[config.mk]
export PLATFORM = sky130hd
export DESIGN_NAME = dbcp_top
export DESIGN_NICKNAME = d
export VERILOG_FILES = /design/src/verilog/dbcp_top.v /design/src/verilog/dbcp_channel.v
export VERILOG_INCLUDE_DIRS = /design/src /design/src/verilog
export SDC_FILE = /design/constraint.sdc
export NUM_CORES = 1
export LEC_CHECK = 0
export BUFFER_PORTS_ARGS = -buffer_cell sky130_fd_sc_hd__buf_2
export CAP_MARGIN = 10
export CORE_MARGIN = 3
export CORE_UTILIZATION = 45
export CTS_CLUSTER_DIAMETER = 30
export CTS_CLUSTER_SIZE = 40
export DETAILED_ROUTE_END_ITERATION = 8
export GPL_ROUTABILITY_DRIVEN = 0
export PLACE_DENSITY = 0.64
export SLEW_MARGIN = 10
export SYNTH_ARGS = -nofsm -noshare
export SYNTH_HDL_FRONTEND = slang
export SYNTH_SLANG_ARGS = --single-unit
[constraint.sdc]
create_clock -name clk_sys -period 3.5 [get_ports clk_sys]
set_input_delay 0.7 -clock clk_sys [delete_from_list [all_inputs] [get_ports clk_sys]]
set_output_delay 0.7 -clock clk_sys [all_outputs]
set_load 0.01 [all_outputs]
[src/verilog/dbcp_defs.vh]
// Constants for the dual buck cycle protection block.
`ifndef DBCP_DEFS_VH
`define DBCP_DEFS_VH
`define DBCP_REG_CH1_CODE   8'h00
`define DBCP_REG_CH2_CODE   8'h01
`define DBCP_REG_CMD        8'h02
`define DBCP_REG_STATUS     8'h03
`define DBCP_CMD_APPLY_BIT  0
`define DBCP_CMD_PSKIP_BIT  1
`define DBCP_CODE_RESET     8'h00
`define DBCP_PERIOD_W       8
`define DBCP_OVL_LIMIT      10'h200
`define DBCP_HICCUP_CYCLES  15'h4000
`define DBCP_ST_RUN         2'h0
`define DBCP_ST_HICCUP      2'h1
`define DBCP_ST_HOT         2'h2
`endif

[src/verilog/dbcp_top.v]
// Two-channel buck cycle control with fault sequencing and voltage codes.
`timescale 1ns/1ps
`include "dbcp_defs.vh"
// Contract
// - No serial link: external divider only.
// - Codes at register 0x00 and 0x01.
// - Apply strobe switches to internal divider.
// - Channel two starts half period later.
// - Overshoot holds high side off.
// - Full duty allowed while boot healthy.
// - Boot undervoltage forces low side recharge.
// - Peak trip ends high side pulse.
// - Source limit skips next high pulse.
// - Resume when source limit clear at start.
// - Sink limit turns both off (the code forces only the low side off).
// - Overload 512 cycles: 16384 cycle hiccup.
// - Sharing mode ignores channel two inputs.
// - Sharing mode disables pulse skipping.
// - Overtemperature stops, hiccup after clearing.
// - Pulse skip suspends below light load.
module dbcp_top (
    input  wire       clk_sys,
    input  wire       rst_n,
    input  wire       serial_active,
    input  wire       reg_wr,
    input  wire       reg_rd,
    input  wire [7:0] reg_addr,
    input  wire [7:0] reg_wdata,
    output reg  [7:0] reg_rdata_q,
    input  wire [7:0] period_cycles,
    input  wire       share_mode,
    input  wire       overload,
    input  wire       over_temp,
    input  wire       overshoot_guard,
    input  wire       second_overshoot_guard,
    input  wire       boot_uv1,
    input  wire       boot_uv2,
    input  wire       peak_trip1,
    input  wire       peak_trip2,
    input  wire       ls_source_trip1,
    input  wire       ls_source_trip2,
    input  wire       ls_sink_trip1,
    input  wire       ls_sink_trip2,
    input  wire       light_load1,
    input  wire       light_load2,
    output wire       hs_on1,
    output wire       ls_on1,
    output wire       hs_on2,
    output wire       ls_on2,
    output reg        use_internal1_q,
    output reg        use_internal2_q,
    output reg  [7:0] voltage_code1_q,
    output reg  [7:0] voltage_code2_q,
    output reg        softstart_restart_q
);
    reg [7:0]  code1_q;
    reg [7:0]  code2_q;
    reg        pskip_q;
    reg [7:0]  phase_q;
    reg [9:0]  ovl_cnt_q;
    reg [14:0] hic_cnt_q;
    reg [1:0]  state_q;
    reg [1:0]  state_d;
    wire       start1;
    wire       start2;
    wire       run_en;
    wire       skip_en;
    wire [7:0] half_period;
    wire       ch2_ovp;
    wire       ch2_buv;
    wire       ch2_peak;
    wire       ch2_src;
    wire       ch2_sink;
    wire       ch2_light;
    wire       hs2_raw;
    wire       ls2_raw;

    // Decodes a register address match.
    function addr_is;
        input [7:0] a;
        input [7:0] b;
        begin
            addr_is = (a == b);
        end
    endfunction

    // Register writes; the apply strobe latches the codes into the divider path.
    always @(posedge clk_sys) begin
        if (!rst_n) begin
            code1_q         <= `DBCP_CODE_RESET;
            code2_q         <= `DBCP_CODE_RESET;
            pskip_q         <= 1'b0;
            use_internal1_q <= 1'b0;
            use_internal2_q <= 1'b0;
            voltage_code1_q <= `DBCP_CODE_RESET;
            voltage_code2_q <= `DBCP_CODE_RESET;
        end else if (!serial_active) begin
            use_internal1_q <= 1'b0;
            use_internal2_q <= 1'b0;
        end else if (reg_wr) begin
            if (addr_is(reg_addr, `DBCP_REG_CH1_CODE)) begin
                code1_q <= reg_wdata;
            end
            if (addr_is(reg_addr, `DBCP_REG_CH2_CODE)) begin
                code2_q <= reg_wdata;
            end
            if (addr_is(reg_addr, `DBCP_REG_CMD)) begin
                pskip_q <= reg_wdata[`DBCP_CMD_PSKIP_BIT];
                if (reg_wdata[`DBCP_CMD_APPLY_BIT]) begin
                    use_internal1_q <= 1'b1;
                    use_internal2_q <= 1'b1;
                    voltage_code1_q <= code1_q;
                    voltage_code2_q <= code2_q;
                end
            end
        end
    end

    // Register read-back, unmapped addresses read zero.
    always @(posedge clk_sys) begin
        if (!rst_n) begin
            reg_rdata_q <= 8'h00;
        end else if (reg_rd) begin
            if (addr_is(reg_addr, `DBCP_REG_CH1_CODE)) begin
                reg_rdata_q <= code1_q;
            end else if (addr_is(reg_addr, `DBCP_REG_CH2_CODE)) begin
                reg_rdata_q <= code2_q;
            end else if (addr_is(reg_addr, `DBCP_REG_CMD)) begin
                reg_rdata_q <= {6'h00, pskip_q, 1'b0};
            end else if (addr_is(reg_addr, `DBCP_REG_STATUS)) begin
                reg_rdata_q <= {4'h0, use_internal2_q, use_internal1_q, state_q};
            end else begin
                reg_rdata_q <= 8'h00;
            end
        end
    end

    // Switching period counter; channel two starts at the half point.
    assign half_period = {1'b0, period_cycles[7:1]};
    assign start1      = (phase_q == 8'h00);
    assign start2      = (phase_q == half_period);

    always @(posedge clk_sys) begin
        if (!rst_n) begin
            phase_q <= 8'h00;
        end else if (phase_q + 8'h01 >= period_cycles) begin
            phase_q <= 8'h00;
        end else begin
            phase_q <= phase_q + 8'h01;
        end
    end

    // Fault sequencer next state.
    always @* begin
        state_d = state_q;
        case (state_q)
            `DBCP_ST_RUN: begin
                if (over_temp) begin
                    state_d = `DBCP_ST_HOT;
                end else if (start1 && overload && ovl_cnt_q >= `DBCP_OVL_LIMIT) begin
                    state_d = `DBCP_ST_HICCUP;
                end
            end
            `DBCP_ST_HICCUP: begin
                if (over_temp) begin
                    state_d = `DBCP_ST_HOT;
                end else if (start1 && hic_cnt_q == `DBCP_HICCUP_CYCLES - 15'h0001) begin
                    state_d = `DBCP_ST_RUN;
                end
            end
            `DBCP_ST_HOT: begin
                if (!over_temp) begin
                    state_d = `DBCP_ST_HICCUP;
                end
            end
            default: begin
                state_d = `DBCP_ST_RUN;
            end
        endcase
    end

    // Overload and hiccup cycle counters, counted per switching period.
    always @(posedge clk_sys) begin
        if (!rst_n) begin
            state_q             <= `DBCP_ST_RUN;
            ovl_cnt_q           <= 10'h000;
            hic_cnt_q           <= 15'h0000;
            softstart_restart_q <= 1'b0;
        end else begin
            state_q             <= state_d;
            softstart_restart_q <= (state_q != `DBCP_ST_RUN) && (state_d == `DBCP_ST_RUN);
            if (!overload || state_q != `DBCP_ST_RUN) begin
                ovl_cnt_q <= 10'h000;
            end else if (start1 && ovl_cnt_q < `DBCP_OVL_LIMIT) begin
                ovl_cnt_q <= ovl_cnt_q + 10'h001;
            end
            if (state_q != `DBCP_ST_HICCUP) begin
                hic_cnt_q <= 15'h0000;
            end else if (start1) begin
                hic_cnt_q <= hic_cnt_q + 15'h0001;
            end
        end
    end

    assign run_en  = (state_q == `DBCP_ST_RUN);
    assign skip_en = pskip_q && !share_mode;

    // In sharing mode channel two follows channel one's comparators.
    assign ch2_ovp   = share_mode ? overshoot_guard : second_overshoot_guard;
    assign ch2_buv   = share_mode ? boot_uv1 : boot_uv2;
    assign ch2_peak  = share_mode ? peak_trip1 : peak_trip2;
    assign ch2_src   = share_mode ? ls_source_trip1 : ls_source_trip2;
    assign ch2_sink  = share_mode ? ls_sink_trip1 : ls_sink_trip2;
    assign ch2_light = share_mode ? 1'b0 : light_load2;

    dbcp_channel u_ch1 (
        .clk_sys         (clk_sys),
        .rst_n           (rst_n),
        .cycle_start     (start1),
        .run_en          (run_en),
        .overshoot_guard (overshoot_guard),
        .boot_uv         (boot_uv1),
        .peak_trip       (peak_trip1),
        .ls_source_trip  (ls_source_trip1),
        .ls_sink_trip    (ls_sink_trip1),
        .skip_light      (skip_en && light_load1),
        .hs_on_q         (hs_on1),
        .ls_on_q         (ls_on1)
    );

    dbcp_channel u_ch2 (
        .clk_sys         (clk_sys),
        .rst_n           (rst_n),
        .cycle_start     (start2),
        .run_en          (run_en),
        .overshoot_guard (ch2_ovp),
        .boot_uv         (ch2_buv),
        .peak_trip       (ch2_peak),
        .ls_source_trip  (ch2_src),
        .ls_sink_trip    (ch2_sink),
        .skip_light      (skip_en && ch2_light),
        .hs_on_q         (hs2_raw),
        .ls_on_q         (ls2_raw)
    );

    assign hs_on2 = hs2_raw;
    assign ls_on2 = ls2_raw;
endmodule

[src/verilog/dbcp_channel.v]
// One channel's cycle-by-cycle switch control.
`timescale 1ns/1ps
module dbcp_channel (
    input  wire clk_sys,
    input  wire rst_n,
    input  wire cycle_start,
    input  wire run_en,
    input  wire overshoot_guard,
    input  wire boot_uv,
    input  wire peak_trip,
    input  wire ls_source_trip,
    input  wire ls_sink_trip,
    input  wire skip_light,
    output reg  hs_on_q,
    output reg  ls_on_q
);
    reg hs_d;
    reg ls_d;
    reg sink_off_q;
    reg ovp_q;

    // Next switch state from cycle start and the comparators.
    always @* begin
        hs_d = hs_on_q;
        ls_d = ls_on_q;
        if (!run_en) begin
            hs_d = 1'b0;
            ls_d = 1'b0;
        end else if (cycle_start) begin
            if (ls_source_trip) begin
                hs_d = 1'b0;
                ls_d = 1'b1;
            end else if (ovp_q || overshoot_guard || skip_light) begin
                hs_d = 1'b0;
                ls_d = 1'b1;
            end else if (boot_uv || peak_trip) begin
                hs_d = 1'b0;
                ls_d = 1'b1;
            end else begin
                hs_d = 1'b1;
                ls_d = 1'b0;
            end
        end else begin
            if (hs_on_q && (peak_trip || boot_uv || overshoot_guard)) begin
                hs_d = 1'b0;
                ls_d = 1'b1;
            end
            if (ls_d && (ls_sink_trip || sink_off_q)) begin
                ls_d = 1'b0;
            end
        end
    end

    // Switch registers and per-cycle latches.
    always @(posedge clk_sys) begin
        if (!rst_n) begin
            hs_on_q     <= 1'b0;
            ls_on_q     <= 1'b0;
            sink_off_q  <= 1'b0;
            ovp_q       <= 1'b0;
        end else begin
            hs_on_q     <= hs_d;
            ls_on_q     <= ls_d;
            // Sink trip holds the low side off until the next cycle start.
            sink_off_q  <= cycle_start ? 1'b0 : (sink_off_q | ls_sink_trip);
            // Overshoot seen mid-cycle keeps high side off through the whole next cycle.
            ovp_q       <= cycle_start ? overshoot_guard : (ovp_q | overshoot_guard);
        end
    end
endmodule

==> impl_metrics.prom <==
# TYPE chip_impl_metric gauge
chip_impl_info{name="outcome",value="complete, no violations"} 1
chip_impl_metric{name="hold_violations",unit=""} 0
chip_impl_metric{name="postCtsResizedCells",unit=""} 0
chip_impl_info{name="rsz0062_at_grt",value="false"} 1
chip_impl_metric{name="synth_fp_nets",unit=""} 519
chip_impl_info{name="min-delay-start",value="voltage_code1_q[6]"} 1
chip_impl_metric{name="power.leakage",unit="µW"} 0.00202
chip_impl_metric{name="time_the_final_worst_path_needs_with_i_o_delays_and_setup",unit="ns"} 2.76
chip_impl_metric{name="async_reset_ff_share",unit="%"} 0
chip_impl_metric{name="pin_count",unit=""} 75
chip_impl_metric{name="detail_route.wl_per_cell",unit="µm"} 14.8
chip_impl_info{name="critPathKind",value="reg -> reg"} 1
chip_impl_metric{name="worst_hold_path.num_cells",unit=""} 2
chip_impl_metric{name="worst_hold_slack",unit="ns"} 0.462
chip_impl_metric{name="share_of_total_power_consumed_by_net_switching",unit="%"} 26.3
chip_impl_metric{name="syn-mean-instance-area",unit="µm²"} 9.07
chip_impl_metric{name="route.detailed.drc",unit=""} 0
chip_impl_metric{name="synth_edf_count",unit=""} 0
chip_impl_metric{name="drt.antenna.violating_nets",unit=""} 0
chip_impl_info{name="hold_class",value="reg -> reg"} 1
chip_impl_metric{name="die-width",unit="µm"} 103
chip_impl_metric{name="grt_antenna_before_repair",unit=""} 0
chip_impl_metric{name="totalNegativeSetupSlack",unit="ns"} 0
chip_impl_metric{name="p_int",unit="µW"} 1410
chip_impl_metric{name="slew_headroom",unit="%"} 47.5
chip_impl_info{name="tritoncts",value="done"} 1
chip_impl_info{name="start_kind",value="flop"} 1
chip_impl_metric{name="detail_route.first_pass.iterations",unit=""} 4
chip_impl_metric{name="reg2reg_setup_slack",unit="ns"} 0.74
chip_impl_metric{name="placed_cell_area",unit="µm²"} 4610
chip_impl_metric{name="mappedNetlistArea",unit="µm²"} 4190
chip_impl_metric{name="ctsLongestPathBuffers",unit=""} 2
chip_impl_info{name="setup.worst_path.end_class",value="flop"} 1
chip_impl_metric{name="grt_overflow_total",unit=""} 0
chip_impl_metric{name="number_of_warnings_reported_in_the_yosys_synthesis_log",unit=""} 0
chip_impl_metric{name="power_density",unit="nW/µm²"} 396
chip_impl_metric{name="tightest_slew",unit="ns"} 0.785
chip_impl_metric{name="fin_crit_sh",unit="%"} 78.9
chip_impl_metric{name="gr-usage-all-layers",unit="%"} 19.2
chip_impl_info{name="r2r_start",value="phase_q[0]"} 1
chip_impl_metric{name="power_frac_comb",unit="%"} 8.6
chip_impl_metric{name="timing.critical_path.arrival",unit="ns"} 2.98
chip_impl_metric{name="maxSlewViolCount",unit=""} 0
chip_impl_metric{name="worstSkewPairLatency",unit="ns"} 0.36
chip_impl_metric{name="synth.ff_latch_count",unit=""} 86
chip_impl_metric{name="chipHeight",unit="µm"} 103
chip_impl_metric{name="dr_vias",unit=""} 3502
chip_impl_metric{name="synth_sequential_area_ratio",unit="%"} 41.1
chip_impl_metric{name="setup_violations",unit=""} 0
chip_impl_metric{name="dp_hpwl",unit="mm"} 7.08
chip_impl_metric{name="detailedRoute.firstIterationViolations",unit=""} 127
chip_impl_metric{name="cts.sink_count",unit=""} 86
chip_impl_metric{name="clk_transition_reported_paths",unit="ns"} 0.10
chip_impl_metric{name="synth.distinct_cells",unit=""} 58
chip_impl_metric{name="drt_wl_total",unit="mm"} 9.48
chip_impl_metric{name="buffers_added_on_ports",unit=""} 74
chip_impl_metric{name="insertedDiodeCount",unit=""} 0
chip_impl_metric{name="cp.required",unit="ns"} 3.72
chip_impl_info{name="min_delay_worst_endpoint",value="voltage_code1_q[6]"} 1
chip_impl_metric{name="p_seq_share",unit="%"} 52.4
chip_impl_metric{name="fin_nets",unit=""} 584
chip_impl_metric{name="wire_length_of_the_first_global_routing_pass",unit="mm"} 16.1
chip_impl_metric{name="final_layout_size_suffix_gt1_share",unit="%"} 20.9
chip_impl_metric{name="worst_r2r_path_depth",unit=""} 10
chip_impl_metric{name="effective_utilization_at_floorplan",unit="%"} 47.1
chip_impl_metric{name="timing.max_cap.violations",unit=""} 0
chip_impl_metric{name="post_cts_buffers",unit=""} 0
chip_impl_metric{name="power.net_switching",unit="µW"} 503
chip_impl_metric{name="post_synth_inst_count",unit=""} 462
chip_impl_metric{name="rows",unit=""} 34
chip_impl_metric{name="cp_max_fo",unit=""} 8
chip_impl_metric{name="number_of_global_route_vias_before_repair",unit=""} 3375
chip_impl_metric{name="design.core.area",unit="µm²"} 8890
chip_impl_metric{name="die-area",unit="µm²"} 10500
chip_impl_metric{name="max_freq",unit="MHz"} 362
chip_impl_metric{name="cts-buffers-inserted",unit=""} 9
chip_impl_metric{name="syn2layout_area_growth",unit="%"} 15.0
chip_impl_metric{name="postLayoutCellArea",unit="µm²"} 4820
chip_impl_metric{name="finalClockSkew",unit="ns"} 0.0132
chip_impl_info{name="synth_ff_type",value="sky130_fd_sc_hd__dfxtp_1"} 1
chip_impl_metric{name="htree_num_levels",unit=""} 3
chip_impl_metric{name="grt_start_max_net_pins",unit=""} 44
chip_impl_info{name="worstReg2RegEnd",value="phase_q[7]"} 1
chip_impl_metric{name="power.clock.fraction",unit="%"} 39.0
chip_impl_metric{name="vdd_drop_max",unit="mV"} 0.180
chip_impl_metric{name="detail_route.vias_per_cell",unit=""} 5.47
chip_impl_metric{name="hold_buffers",unit=""} 0
chip_impl_info{name="root_buffer",value="sky130_fd_sc_hd__clkbuf_8"} 1
==> power by group through the flow <==
stage | Clock, µW | Sequential, µW | Combinational [µW]
6_report | 745 | 1000 | 165
4_1_cts | 764 | 1000 | 166
3_5_place_dp | 0 | 1020 | 165
2_1_floorplan | 0 | 1020 | 108
3_3_place_gp | 0 | 1020 | 163
5_1_grt | 803 | 1000 | 184
==> stage by stage <==
stage,worst slack (ns),instances,util (%),power (µW)
6_report,0.740,640,54.2,1910
5_1_grt,0.496,640,54.2,1990
3_3_place_gp,0.807,624,51.8,1190
4_1_cts,0.724,640,54.2,1930
3_5_place_dp,0.744,624,51.8,1190
2_1_floorplan,1.07,462,-,1130
==> routing by layer <==
metal | vias to the layer above | wire, µm | share of wire [%] | GRT usage, %
met1 | 1654 | 4660 | 49 | 25.7
li1 | 1773 | - | - | -
met2 | 62 | 4290 | 45 | 31.3
met4 | 0 | 138 | 1.5 | 6.66
met3 | 13 | 387 | 4.1 | 3.65
met5 | - | 0 | 0 | 0
==> worst max-delay path, stage by stage, from the launching register on <==
cell and delay, ns:
sky130_fd_sc_hd__dfxtp_1 0.46, sky130_fd_sc_hd__ha_1 0.22, sky130_fd_sc_hd__nand3_1 0.11, sky130_fd_sc_hd__or2_2 0.32
sky130_fd_sc_hd__xor2_1 0.20, sky130_fd_sc_hd__inv_1 0.07, sky130_fd_sc_hd__ha_1 0.30, sky130_fd_sc_hd__and4_1 0.17
sky130_fd_sc_hd__o21ai_0 0.08, sky130_fd_sc_hd__o221ai_1 0.52, sky130_fd_sc_hd__a211oi_1 0.17
==> synth_stat cells, types with 9 or more instances <==
| library cell | instances | share of area (%) |
|---|---|---|
| sky130_fd_sc_hd__dfxtp_1 | 86 | 41 |
| sky130_fd_sc_hd__nand2_1 | 56 | 5.0 |
| sky130_fd_sc_hd__a21boi_0 | 22 | 3.9 |
| sky130_fd_sc_hd__nor2b_1 | 21 | 3.1 |
| sky130_fd_sc_hd__inv_1 | 20 | 1.8 |
| sky130_fd_sc_hd__nor2_1 | 20 | 1.8 |
| sky130_fd_sc_hd__a21oi_1 | 19 | 2.3 |
| sky130_fd_sc_hd__mux2i_1 | 19 | 4.5 |
| sky130_fd_sc_hd__nand3_1 | 16 | 1.9 |
| sky130_fd_sc_hd__xor2_1 | 16 | 3.3 |
| sky130_fd_sc_hd__nand4_1 | 14 | 2.1 |
| sky130_fd_sc_hd__clkbuf_1 | 13 | 1.2 |
| sky130_fd_sc_hd__ha_1 | 13 | 3.9 |
| sky130_fd_sc_hd__o21ai_0 | 9 | 1.1 |
==> area by class of cell <==
cell class	instances	area, µm²
clock inverters	7	87.6
flip-flops and latches	86	1720
multi-input cells	334	2290
fillers	822	4070
inverters	20	75.1
clock buffers	9	124
repair buffers	76	385
well taps	108	135
==> cells in the final DEF, fill, tap and decap left out, types with 5 or more instances in the layout <==
| master | count |
|---|---|
| sky130_fd_sc_hd__dfxtp_1 | 86 |
| sky130_fd_sc_hd__buf_2 | 74 |
| sky130_fd_sc_hd__nand2_1 | 56 |
| sky130_fd_sc_hd__a21boi_0 | 22 |
| sky130_fd_sc_hd__nor2b_1 | 21 |
| sky130_fd_sc_hd__inv_1 | 20 |
| sky130_fd_sc_hd__nor2_1 | 20 |
| sky130_fd_sc_hd__a21oi_1 | 19 |
| sky130_fd_sc_hd__mux2i_1 | 19 |
| sky130_fd_sc_hd__nand3_1 | 16 |
| sky130_fd_sc_hd__xor2_1 | 16 |
| sky130_fd_sc_hd__nand4_1 | 14 |
| sky130_fd_sc_hd__ha_1 | 13 |
| sky130_fd_sc_hd__o21ai_0 | 9 |
| sky130_fd_sc_hd__clkbuf_8 | 9 |
| sky130_fd_sc_hd__xnor2_1 | 8 |
| sky130_fd_sc_hd__and2_1 | 8 |
| sky130_fd_sc_hd__a211oi_1 | 8 |
| sky130_fd_sc_hd__mux2_2 | 8 |
| sky130_fd_sc_hd__nand2b_1 | 8 |
| sky130_fd_sc_hd__or3_1 | 7 |
| sky130_fd_sc_hd__or4_1 | 6 |
| sky130_fd_sc_hd__and4_1 | 5 |
==> state kept, by name, indices dropped and copies added (netlist names), 2 cells and up <==
| name | cells |
|---|---|
| reg_rdata_q | 8 |
| code2_q | 8 |
| voltage_code2_q | 8 |
| state_q | 2 |
| hic_cnt_q | 15 |
| code1_q | 8 |
| ovl_cnt_q | 10 |
| voltage_code1_q | 8 |
| phase_q | 8 |
==> worst max path at each step <==
stage	cells past startpoint	start	to
floorplan	10	phase_q[0]	phase_q[0]
global placement	10	phase_q[0]	phase_q[7]
detailed placement	10	phase_q[0]	phase_q[7]
CTS	10	phase_q[0]	phase_q[7]
global route	10	phase_q[0]	phase_q[7]
finish	10	phase_q[0]	phase_q[7]
==> cell families (layout without fill, tap and decap cells) <==
logic type / Yosys count / count (layout) / share of synthesized area [%]
AND/OR/NAND/NOR: 186 / 186 / 25.0
flip-flops: 86 / 86 / 41.1
AO/OA/AOI/OAI: 83 / 83 / 13.5
buffers and inverters: 42 / 112 / 4.27
XOR/XNOR: 24 / 24 / 5.01
adder cells (fa/ha/maj): 13 / 13 / 3.88
multiplexers: 28 / 28 / 7.22
Note: power is estimated with default switching activity, not from simulation.
